`src/pkg/cioc_consts.vh`:
```
// Constants for the configurable I/O channel control block
`ifndef CIOC_CONSTS_VH
`define CIOC_CONSTS_VH
`define CIOC_FRAME_BITS        16
`define CIOC_FRAME_TYPE_BIT    15
`define CIOC_CHAN_MSB          14
`define CIOC_CHAN_LSB          12
`define CIOC_CODE_MSB          11
`define CIOC_REG_ADDR_MSB      14
`define CIOC_REG_ADDR_LSB      11
`define CIOC_GPIO_RB_BIT       10
`define CIOC_ADC_RANGE_BIT     5
`define CIOC_DAC_RANGE_BIT     4
`define CIOC_REG_LOAD_MODE     4'h7
`define CIOC_REG_ADC_SEQ       4'h2
`define CIOC_REG_GP_CTRL       4'h3
`define CIOC_REG_ADC_CFG       4'h4
`define CIOC_REG_DAC_CFG       4'h5
`define CIOC_REG_GPIO_WCFG     4'h8
`define CIOC_REG_GPIO_WDATA    4'h9
`define CIOC_REG_GPIO_RCFG     4'hA
`define CIOC_REG_BUSY_CFG      4'hB
`define CIOC_LOAD_DEFER_BIT    0
`define CIOC_LOAD_NOW_BIT      1
`define CIOC_CLK_MHZ           100
`define CIOC_CONV_TIME_NS      2000
`define CIOC_CONV_CYCLES       ((`CIOC_CONV_TIME_NS * `CIOC_CLK_MHZ) / 1000)
`endif

```
`src/verilog/cioc_sync.v`:
```
// Two-flop synchroniser for pins from outside the clock domain
`timescale 1ns/1ps
module cioc_sync #(
  parameter W = 1
) (
  input  wire         i_sys_clk,
  input  wire         i_rst_n,
  input  wire [W-1:0] i_async,
  output reg  [W-1:0] o_sync
);
  reg [W-1:0] stage1;
  always @(posedge i_sys_clk) begin
    if (!i_rst_n) begin
      stage1 <= {W{1'b0}};
      o_sync <= {W{1'b0}};
    end else begin
      stage1 <= i_async;
      o_sync <= stage1;
    end
  end
endmodule // cioc_sync

```
`src/verilog/cioc_channel_ctrl.v`:
```
// Serial frame decoder, DAC loading, ADC sequencer and GPIO control
`timescale 1ns/1ps
`include "cioc_consts.vh"
module cioc_channel_ctrl #(
  parameter NCH         = 8,
  parameter CODE_W      = 12,
  parameter CONV_CYCLES = `CIOC_CONV_CYCLES
) (
  input  wire               i_sys_clk,
  input  wire               i_rst_n,
  input  wire               i_frame_select_n,
  input  wire               i_serial_clk,
  input  wire               i_serial_input_line,
  output reg                o_serial_output_line,
  input  wire [NCH-1:0]     i_configurable_channel_pin,
  output wire [NCH-1:0]     o_configurable_channel_pin,
  output wire [NCH-1:0]     o_configurable_channel_pin_oe_n,
  output reg  [NCH*CODE_W-1:0] o_dac_code,
  output reg  [NCH-1:0]     o_dac_enable,
  output reg                o_dac_gain2,
  output reg                o_adc_gain2,
  output reg  [NCH-1:0]     o_adc_mux_sel,
  output reg                o_adc_track,
  output reg                o_adc_start,
  input  wire               i_adc_done,
  input  wire [CODE_W-1:0]  i_adc_result,
  output wire               o_adc_busy
);
  localparam ST_IDLE = 3'b001;
  localparam ST_CONV = 3'b010;
  localparam ST_WAIT = 3'b100;

  ////////////////////////////////////////////////////////////////////////////
  // Pin synchronisation
  wire [2:0]     link_s;
  wire [NCH-1:0] pin_s;
  // Select goes through inverted, so the synchroniser's zero reset reads as idle and no false fall follows reset
  cioc_sync #(.W(3)) u_link_sync (
    .i_sys_clk (i_sys_clk),
    .i_rst_n   (i_rst_n),
    .i_async   ({~i_frame_select_n, i_serial_clk, i_serial_input_line}),
    .o_sync    (link_s)
  );
  cioc_sync #(.W(NCH)) u_pin_sync (
    .i_sys_clk (i_sys_clk),
    .i_rst_n   (i_rst_n),
    .i_async   (i_configurable_channel_pin),
    .o_sync    (pin_s)
  );
  wire fs_n = ~link_s[2];
  wire sclk = link_s[1];
  wire serial_input_line  = link_s[0];
  reg  fs_n_d;
  reg  sclk_d;
  wire fs_fall   = fs_n_d & ~fs_n;
  wire fs_rise   = ~fs_n_d & fs_n;
  wire sclk_fall = sclk_d & ~sclk & ~fs_n;
  wire sclk_rise = ~sclk_d & sclk & ~fs_n;

  ////////////////////////////////////////////////////////////////////////////
  // Registers and state
  reg [15:0]          shift_in;
  reg [4:0]           bit_cnt;
  reg [15:0]          shift_out;
  reg [NCH*CODE_W-1:0] dac_input;
  reg [NCH-1:0]       dac_cfg;
  reg [NCH-1:0]       adc_cfg;
  reg [NCH-1:0]       seq_mask;
  reg [NCH-1:0]       gpio_wcfg;
  reg [NCH-1:0]       gpio_wdata;
  reg [NCH-1:0]       gpio_rcfg;
  reg                 gpio_rb_pend;
  reg                 load_defer;
  reg                 busy_en;
  reg [2:0]           state;
  reg [15:0]          conv_cnt;
  reg [2:0]           cur_ch;
  reg [2:0]           conv_ch;
  reg [15:0]          result_frame;
  reg                 result_valid;
  reg                 seq_armed;
  reg                 busy;

  wire       frame_dac  = shift_in[`CIOC_FRAME_TYPE_BIT];
  wire [2:0] frame_ch   = shift_in[`CIOC_CHAN_MSB:`CIOC_CHAN_LSB];
  wire [3:0] frame_reg  = shift_in[`CIOC_REG_ADDR_MSB:`CIOC_REG_ADDR_LSB];
  wire [CODE_W-1:0] frame_code = shift_in[`CIOC_CODE_MSB:0];
  wire       cmd_go     = fs_rise & (bit_cnt == 5'd16);

  // Next selected channel above a start point, wrapping to the lowest
  function [2:0] next_sel;
    input [NCH-1:0] mask;
    input [2:0]     from;
    integer k;
    reg     found;
    reg [2:0] idx;
    begin
      next_sel = from;
      found = 1'b0;
      for (k = 1; k <= NCH; k = k + 1) begin
        idx = from + k[2:0];
        if (!found && mask[idx]) begin
          next_sel = idx;
          found = 1'b1;
        end
      end
    end
  endfunction

  ////////////////////////////////////////////////////////////////////////////
  // Serial shift and command decode
  always @(posedge i_sys_clk) begin
    if (!i_rst_n) begin
      fs_n_d <= 1'b1;
      sclk_d <= 1'b0;
      shift_in <= 16'h0000;
      bit_cnt <= 5'h00;
      dac_input <= {NCH*CODE_W{1'b0}};
      o_dac_code <= {NCH*CODE_W{1'b0}};
      dac_cfg <= {NCH{1'b0}};
      adc_cfg <= {NCH{1'b0}};
      seq_mask <= {NCH{1'b0}};
      gpio_wcfg <= {NCH{1'b0}};
      gpio_wdata <= {NCH{1'b0}};
      gpio_rcfg <= {NCH{1'b0}};
      gpio_rb_pend <= 1'b0;
      load_defer <= 1'b0;
      busy_en <= 1'b0;
      o_dac_gain2 <= 1'b0;
      o_adc_gain2 <= 1'b0;
      seq_armed <= 1'b0;
    end else begin
      fs_n_d <= fs_n;
      sclk_d <= sclk;
      if (fs_fall) begin
        bit_cnt <= 5'h00;
      end else if (sclk_fall && bit_cnt != 5'd16) begin
        shift_in <= {shift_in[14:0], serial_input_line};
        bit_cnt <= bit_cnt + 5'h01;
      end
      if (fs_fall && gpio_rb_pend) begin
        gpio_rb_pend <= 1'b0;
      end
      if (fs_fall && seq_armed) begin
        seq_armed <= 1'b0;
      end
      if (cmd_go) begin
        if (frame_dac) begin
          dac_input[frame_ch*CODE_W +: CODE_W] <= frame_code;
          if (!load_defer) begin
            o_dac_code[frame_ch*CODE_W +: CODE_W] <= frame_code;
          end
        end else begin
          case (frame_reg)
            `CIOC_REG_LOAD_MODE: begin
              load_defer <= shift_in[`CIOC_LOAD_DEFER_BIT];
              if (shift_in[`CIOC_LOAD_NOW_BIT]) begin
                o_dac_code <= dac_input;
              end
            end
            `CIOC_REG_ADC_SEQ: begin
              seq_mask <= shift_in[NCH-1:0];
              seq_armed <= |shift_in[NCH-1:0];
            end
            `CIOC_REG_GP_CTRL: begin
              o_adc_gain2 <= shift_in[`CIOC_ADC_RANGE_BIT];
              o_dac_gain2 <= shift_in[`CIOC_DAC_RANGE_BIT];
            end
            `CIOC_REG_ADC_CFG: adc_cfg <= shift_in[NCH-1:0];
            `CIOC_REG_DAC_CFG: dac_cfg <= shift_in[NCH-1:0];
            `CIOC_REG_GPIO_WCFG: gpio_wcfg <= shift_in[NCH-1:0];
            `CIOC_REG_GPIO_WDATA: gpio_wdata <= shift_in[NCH-1:0];
            `CIOC_REG_GPIO_RCFG: begin
              gpio_rcfg <= shift_in[NCH-1:0];
              gpio_rb_pend <= shift_in[`CIOC_GPIO_RB_BIT];
            end
            `CIOC_REG_BUSY_CFG: busy_en <= shift_in[0];
            default: ;
          endcase
        end
      end
    end
  end

  ////////////////////////////////////////////////////////////////////////////
  // ADC sequencer; host keeps conversions 2 us apart and writes only when idle
  always @(posedge i_sys_clk) begin
    if (!i_rst_n) begin
      state <= ST_IDLE;
      conv_cnt <= 16'h0000;
      cur_ch <= 3'h0;
      conv_ch <= 3'h0;
      o_adc_mux_sel <= {NCH{1'b0}};
      o_adc_track <= 1'b0;
      o_adc_start <= 1'b0;
      result_frame <= 16'h0000;
      result_valid <= 1'b0;
      busy <= 1'b0;
    end else begin
      o_adc_start <= 1'b0;
      if (cmd_go && !frame_dac && frame_reg == `CIOC_REG_ADC_SEQ) begin
        cur_ch <= next_sel(shift_in[NCH-1:0], 3'h7);
        o_adc_mux_sel <= shift_in[NCH-1:0] & ~(shift_in[NCH-1:0] - 8'h01);
        o_adc_track <= |shift_in[NCH-1:0];
        result_valid <= 1'b0;
      end
      case (state)
        ST_IDLE: begin
          if (fs_fall && (seq_armed || result_valid) && |seq_mask) begin
            o_adc_start <= 1'b1;
            o_adc_track <= 1'b0;
            conv_ch <= cur_ch;
            busy <= 1'b1;
            conv_cnt <= 16'h0000;
            state <= ST_CONV;
          end
        end
        ST_CONV: begin
          conv_cnt <= conv_cnt + 16'h0001;
          if (i_adc_done || conv_cnt == CONV_CYCLES[15:0] - 16'h0001) begin
            state <= ST_WAIT;
          end
        end
        ST_WAIT: begin
          // Straight binary result frame with zero marker
          result_frame <= {1'b0, conv_ch, i_adc_result};
          result_valid <= 1'b1;
          busy <= 1'b0;
          cur_ch <= next_sel(seq_mask, conv_ch);
          o_adc_mux_sel <= {{NCH-1{1'b0}}, 1'b1} << next_sel(seq_mask, conv_ch);
          o_adc_track <= 1'b1;
          state <= ST_IDLE;
        end
        default: state <= ST_IDLE;
      endcase
    end
  end

  ////////////////////////////////////////////////////////////////////////////
  // Serial output: result of previous conversion or GPIO states
  wire [NCH-1:0] gpio_status = pin_s & gpio_rcfg;
  always @(posedge i_sys_clk) begin
    if (!i_rst_n) begin
      shift_out <= 16'h0000;
      o_serial_output_line <= 1'b0;
    end else if (fs_fall) begin
      if (gpio_rb_pend) begin
        shift_out <= {8'h00, gpio_status};
        o_serial_output_line <= 1'b0;
      end else if (result_valid) begin
        shift_out <= result_frame;
        o_serial_output_line <= result_frame[15];
      end else begin
        shift_out <= 16'h0000;
        o_serial_output_line <= 1'b0;
      end
    end else if (sclk_rise) begin
      o_serial_output_line <= shift_out[15];
    end else if (sclk_fall) begin
      shift_out <= {shift_out[14:0], 1'b0};
    end
  end

  ////////////////////////////////////////////////////////////////////////////
  // Pin drive per channel
  genvar g;
  generate
    for (g = 0; g < NCH; g = g + 1) begin : g_pin
      wire busy_pin = busy_en && (g == NCH - 1) && !o_dac_enable[g];
      assign o_configurable_channel_pin[g] = busy_pin ? ~busy : gpio_wdata[g];
      // DAC keeps the pin even when an ADC, GPIO or busy function is also set
      assign o_configurable_channel_pin_oe_n[g] = ~((gpio_wcfg[g] & ~o_dac_enable[g]) | busy_pin);
    end
  endgenerate
  // Drive follows the registered enable, so digital drive and DAC never overlap for a cycle
  always @(posedge i_sys_clk) begin
    if (!i_rst_n) begin
      o_dac_enable <= {NCH{1'b0}};
    end else begin
      o_dac_enable <= dac_cfg;
    end
  end
  assign o_adc_busy = busy;
endmodule // cioc_channel_ctrl

```
`config.mk`:
```
export PLATFORM = sky130hd
export DESIGN_NAME = cioc_channel_ctrl
export DESIGN_NICKNAME = d
export VERILOG_FILES = /design/src/verilog/cioc_sync.v /design/src/verilog/cioc_channel_ctrl.v
export VERILOG_INCLUDE_DIRS = /design/src /design/src/pkg
export SDC_FILE = /design/constraint.sdc
export NUM_CORES = 1
export LEC_CHECK = 0
export ABC_AREA = 1
export BUFFER_PORTS_ARGS = -buffer_cell sky130_fd_sc_hd__buf_2
export CAP_MARGIN = 25
export CORE_UTILIZATION = 50
export DETAILED_ROUTE_END_ITERATION = 10
export PLACE_DENSITY_LB_ADDON = 0.2
export SYNTH_ARGS = -nofsm -noshare
export SYNTH_HDL_FRONTEND = slang
export SYNTH_SLANG_ARGS = --single-unit
```
`constraint.sdc`:
```
create_clock -name i_sys_clk -period 9.85 [get_ports i_sys_clk]
set_clock_uncertainty 0.1 [all_clocks]
set_input_delay 0.4925 -clock i_sys_clk [delete_from_list [all_inputs] [get_ports i_sys_clk]]
set_output_delay 0.4925 -clock i_sys_clk [all_outputs]
set_load 0.02 [all_outputs]
```
Word level (Yosys, flattened, before mapping)
Cells that the tools add are included.

storage, ports and cells
  bits in registers = 360
  bits in latches = 0
  RAM bits = 0
  ROM bits = 0
  input bits = 26
  output and inout bits = 134
  memories = 0

cells by class
  add/subtract/negate cells = 11
  multiply operators = 1
  div/mod/pow operators = 0
  order comparisons = 8
  equality and inequality tests = 18
  shift operators = 3
  multiplexer cells = 115
  bitwise operators = 44
  reductions and logical operators = 67

operators by type and width
  cell                      number
  $mux 96                   4
  $bwmux 96                 2
  $shift 12x34->96 const A  1
  $shiftx 12x34->96         1
  $mux 1                    67
  $mux 3                    22
  $mux 16                   4
  $neg 7->34                1
  $lt 3x4->1 const B        8
  $pmux 16 s2               1
  $mux 15                   2
  $not 1->1                 25
  $bmux 1 s3                8
  $reduce_and 3->1          8
  $logic_and 1x1->1         22
  $add 16x1->16 const B     1
  $and 8x8->8               2
  $eq 16x8->1 const B       1
  $eq 4x4->1 const B        4
  $logic_not 1->1           16
  $mux 8                    2
  $reduce_and 2->1          8
  $reduce_or 8->1           2
  $and 1x1->1               15
  23 further kinds          40

Longest topological paths before layout
  depth after elaboration = 43
  mapped depth = 21
  mapped depth without buffers = 19

Modules after synthesis
Synthesis repeated with hierarchy kept, for this count alone.

second synthesis, totals
  cells, all modules = 2270
  area total of the unflattened synthesis = 16534.6 um2

by module, submodules not included
  module                    times used  cells an instance  area an instance (um2)  sequential area each (um2)
  cioc_channel_ctrl         1           2202               15885.2                 6766.5
  cioc_sync at u_pin_sync   1           50                 484.2                   320.3
  cioc_sync at u_link_sync  1           18                 165.2                   120.1

Worst setup path after synthesis
OpenSTA, ideal clock, no wires.

  path type = reg-to-reg
  from = register shift_in[12]
  to = register o_dac_code[40]
  setup time = 70 ps
  arrival = 3142 ps
  required time = 9680 ps
  slack = 6538 ps
  cell stages (with the launch flop) = 19
  buffers on the path = 3
  period minus slack after synthesis = 3312 ps
  path through = dfxtp_1 -> buf_2 -> inv_2 -> clkbuf_1 -> ha_1 -> inv_1 -> nor2_1 -> nand2_1 -> inv_1 -> ha_1 -> buf_2 -> clkinv_1 -> nor2_1 -> inv_2 -> o22ai_1 -> nand2_1 -> nor2_1 -> a21oi_1 -> a21oi_1

on the way
  cells in the longest elaborated chain, start to end = 6
  elaborated cells between the ends (all ways) = 10

ends and longest elaborated chain
  element                                                RTL line                 RTL
  start: declaration                                     cioc_channel_ctrl.v:62   reg [15:0] shift_in;
  start signal: assignment                               cioc_channel_ctrl.v:138  shift_in <= {shift_in[14:0], serial_input_line};
  $mul 3x2->5                                            cioc_channel_ctrl.v:151  o_dac_code[frame_ch*CODE_W +: CODE_W] <= frame_code;
  $neg 7->34                                             cioc_channel_ctrl.v:151
  $shiftx 12x34->96 or $shift 12x34->96 (tied branches)  cioc_channel_ctrl.v:151
  $bwmux 96                                              cioc_channel_ctrl.v:151
  $mux 96                                                cioc_channel_ctrl.v:150  if (!load_defer) begin
  $mux 96                                                cioc_channel_ctrl.v:148  if (frame_dac) begin
  end signal: assignment                                 cioc_channel_ctrl.v:119  o_dac_code <= {NCH*CODE_W{1'b0}};
  end signal: indexed assignment                         cioc_channel_ctrl.v:151
  end signal: assignment                                 cioc_channel_ctrl.v:158  o_dac_code <= dac_input;
  end: declaration                                       cioc_channel_ctrl.v:18   output reg [NCH*CODE_W-1:0] o_dac_code,

Parallel ways exist; a longest one is shown, timed or not. The select of a mux whose other input is x is not followed.
A chain may end at the register's enable or synchronous reset.

Worst setup path after layout
  from = register shift_in[12]
  to = register dac_input[42]

on the way
  cells in the longest elaborated chain, start to end = 4
  elaborated cells between the ends (all ways) = 5

ends and longest elaborated chain
  element                                                RTL line                 RTL
  $mul 3x2->5 *                                          cioc_channel_ctrl.v:149  dac_input[frame_ch*CODE_W +: CODE_W] <= frame_code;
  $neg 7->34 *                                           cioc_channel_ctrl.v:149
  $shiftx 12x34->96 or $shift 12x34->96 (tied branches)  cioc_channel_ctrl.v:149
  $bwmux 96 *                                            cioc_channel_ctrl.v:149
  end signal: assignment                                 cioc_channel_ctrl.v:118  dac_input <= {NCH*CODE_W{1'b0}};
  end signal: indexed assignment                         cioc_channel_ctrl.v:149
  end: declaration                                       cioc_channel_ctrl.v:65   reg [NCH*CODE_W-1:0] dac_input;

Mark *: on every way between the ends. The rest lies on a longest branch, timed or not.

==> out/qor.yml <==
run_status:
  outcome: "finished, final reports clean"
global_routing:
  grt_overflow: 0
  grt_pass1_vias: 14300
  grt_pass1_wl_mm: 72.4
  grt.total_usage_pct: 26.4
  grt_max_degree: 135
  antenna_found_initial: 0
synth:
  yosysMostFrequentCell: "nand2_1"
  synth-edff-count: 0
  syn-num-nets: 2331
  yosys-top-cells-count: "nand2_1, dfxtp_1, a21oi_1"
  netlist_area_um2: 16500
  synth-warning-count: 0
  synth.distinct_cells: 54
  yosys.area.top_type_share_pct: 43.7
  yosysSeqAreaShare_pct: 43.7
  ys_seq_elements: 360
  yosysTopAreaCell: "dfxtp_1"
  syn_inst: 2290
  synth_area_leaders: "dfxtp_1, nand2_1, a21oi_1"
  async_flop_share_pct: 0
  ys.flop_type: "dfxtp_1"
  syn_avg_cell_area_um2: 7.20
floorplanning:
  die_w_um: 184
  rows: 66
  die_y_um: 184
  dieArea_um2: 33700
  coreArea_um2: 32500
  ioPinCount: 160
  start_util_pct: 50.8
timing:
  relSlewSlack_pct: 32.8
  setup_tns_ps: 0
  finalHoldViolCount: 0
  drv_slew: 0
  setup_viol: 0
  worst_slew_pin_slew_ps: 1000
  fmax_ghz: 0.198
  finalCriticalPeriod_ps: 5050
  timing.final.crit_share_pct: 51.3
  rsz0062_at_grt: "false"
power:
  switching_share_pct: 21.8
  power_frac_comb_pct: 2.3
  seqPwrFrac_pct: 49.2
  p_switching_uw: 649
  p_leak_uw: 0.00751
  finalPower_uw: 2980
  vdd_drop_max_mv: 0.0992
  p_int_uw: 2330
  clkPwrFrac_pct: 48.4
  powerDensity_nw_per_um2: 159
clocking:
  cts_hold_buffers: 0
  clkSlewWorstSetupHoldPaths_ps: 60
  cts_tree: "yes"
  cts_resized: 0
  clock_latency_ps: 530
  htree_num_levels: 2
  cts_made_buffers: 39
  cts_root_buffer: "clkbuf_16"
  cts_setup_buffers: 0
  clockBufferDepth: 3
  clock-sinks: 360
finish:
  fin_util_pct: 57.6
  seq_area_um2: 7210
  antenna_cells: 0
  post-route-cell-area_um2: 18700
  multiInputGateArea_um2: 7760
  num-fill-cells: 3103
  drive_gt1_share_pct: 13.0
  final_cell_count_no_fill: 2854
  num-nets-final: 2424
  syn2layout_area_growth_pct: 13.3
routing:
  vias: 15600
  routed_wirelength_mm: 45.3
  wl_per_cell_um: 15.9
  drc: 0
  dr.pass1.iters: 6
  first_iter_violations: 1262
  viasPerCell: 5.46
  ant_nets: 0
placement:
  place.detailed.hpwl_mm: 31.4
  dp_cells: 2784
  io_buffers: 159
  placed_area_um2: 17400
  gp_congestion: 0.955
setup_path:
  crit_arrival_ps: 5390
  required_ps: 10190
  critPathLaunchType: "flop"
  worstSetupPathType: "reg2reg"
  crit_fanout: 23
  end_kind: "flop"
job:
  cap_violations: 0
min_path:
  min_path_type: "in2reg"
## routing by layer
metal / vias up / wire (um) / share of wire [%] / track usage (%)
li1: 7837 / - / - / -
met1: 7143 / 20000 / 44 / 34.4
met2: 501 / 20800 / 46 / 43.5
met3: 104 / 2950 / 6.5 / 4.71
met4: 0 / 1470 / 3.2 / 10.0
met5: - / 0 / 0 / 0
## power by group through the flow
stage          registers, uW  logic (uW)  clock network, uW
2_1_floorplan           1500        50.0                  0
3_3_place_gp            1500        68.2                  0
5_1_grt                 1470        76.6               1530
4_1_cts                 1470        69.1               1470
6_report                1470        69.5               1440
3_5_place_dp            1500        68.7                  0
## metrics by stage
stage / hold slack, ps / setup slack (ps)
CTS: 21.8 / 4910
global placement: 299 / 5190
global route: 34.9 / 4420
floorplan: 290 / 6540
finish: 39.0 / 4800
detailed placement: 298 / 4940
## state kept, by name (all words and copies together) (netlist names), 3 cells and up
register,count
conv_ch,3
u_pin_sync.stage1,8
dac_cfg,8
gpio_wdata,8
o_dac_code,96
bit_cnt,5
o_adc_mux_sel,8
cur_ch,3
u_link_sync.stage1,3
gpio_wcfg,8
result_frame,15
gpio_rcfg,8
o_dac_enable,8
shift_in,16
state,3
u_pin_sync.o_sync,8
dac_input,96
u_link_sync.o_sync,3
conv_cnt,16
shift_out,16
seq_mask,8
## critical path, stage by stage (launching register included)
cell	delay, ps
dfxtp_1	840
ha_1	380
fa_1	470
nor2_1	120
nand2_1	130
inv_1	120
ha_1	590
clkinv_1	650
nor2_1	510
inv_2	180
o22ai_1	300
nand2_1	150
nor2_1	190
nand2_1	70
a21oi_1	160
## final timing paths
check	slack, ps	from	cells after the start	endpoint
max	4800	shift_in[12]$_SDFFE_PN0P_	14	dac_input[42]$_SDFFE_PN0P_
min	40	i_configurable_channel_pin[5]	3	u_pin_sync.stage1[5]$_SDFF_PN0_
min reg2reg	310	u_pin_sync.stage1[3]$_SDFF_PN0_	2	u_pin_sync.o_sync[3]$_SDFF_PN0_
max reg2reg	4800	shift_in[12]$_SDFFE_PN0P_	14	dac_input[42]$_SDFFE_PN0P_
## area by class of cell
type | count | share of cell area (%)
clock buffers | 57 | 6.23
clock inverters | 13 | 0.609
inverters | 271 | 5.45
multi-input cells | 1544 | 41.5
flip-flops and latches | 360 | 38.6
well taps | 442 | 2.96
repair buffers | 167 | 4.61
## cells in the final DEF, fill, tap and decap left out, types with 18 or more instances in the layout
cell	count
inv_1	239
o21ai_0	255
nand2_1	386
a21oi_1	276
buf_2	158
inv_2	27
nor2_1	255
nor3_1	22
dfxtp_1	359
nand3_1	85
clkbuf_16	40
a211oi_1	41
a22oi_1	18
nand4_1	19
a31oi_1	35
## kinds of logic after synthesis
kind of cell | count (synthesis) | share of synthesized area, %
adders and majority gates | 15 | 1.18
AOI/OAI and AO/OA | 710 | 24.6
xor gates and xnor gates | 5 | 0.266
and+or+nand+nor | 814 | 21.0
buffers and inverters | 386 | 9.23
DFF | 360 | 43.7
Power figures use the tool's default switching activity.
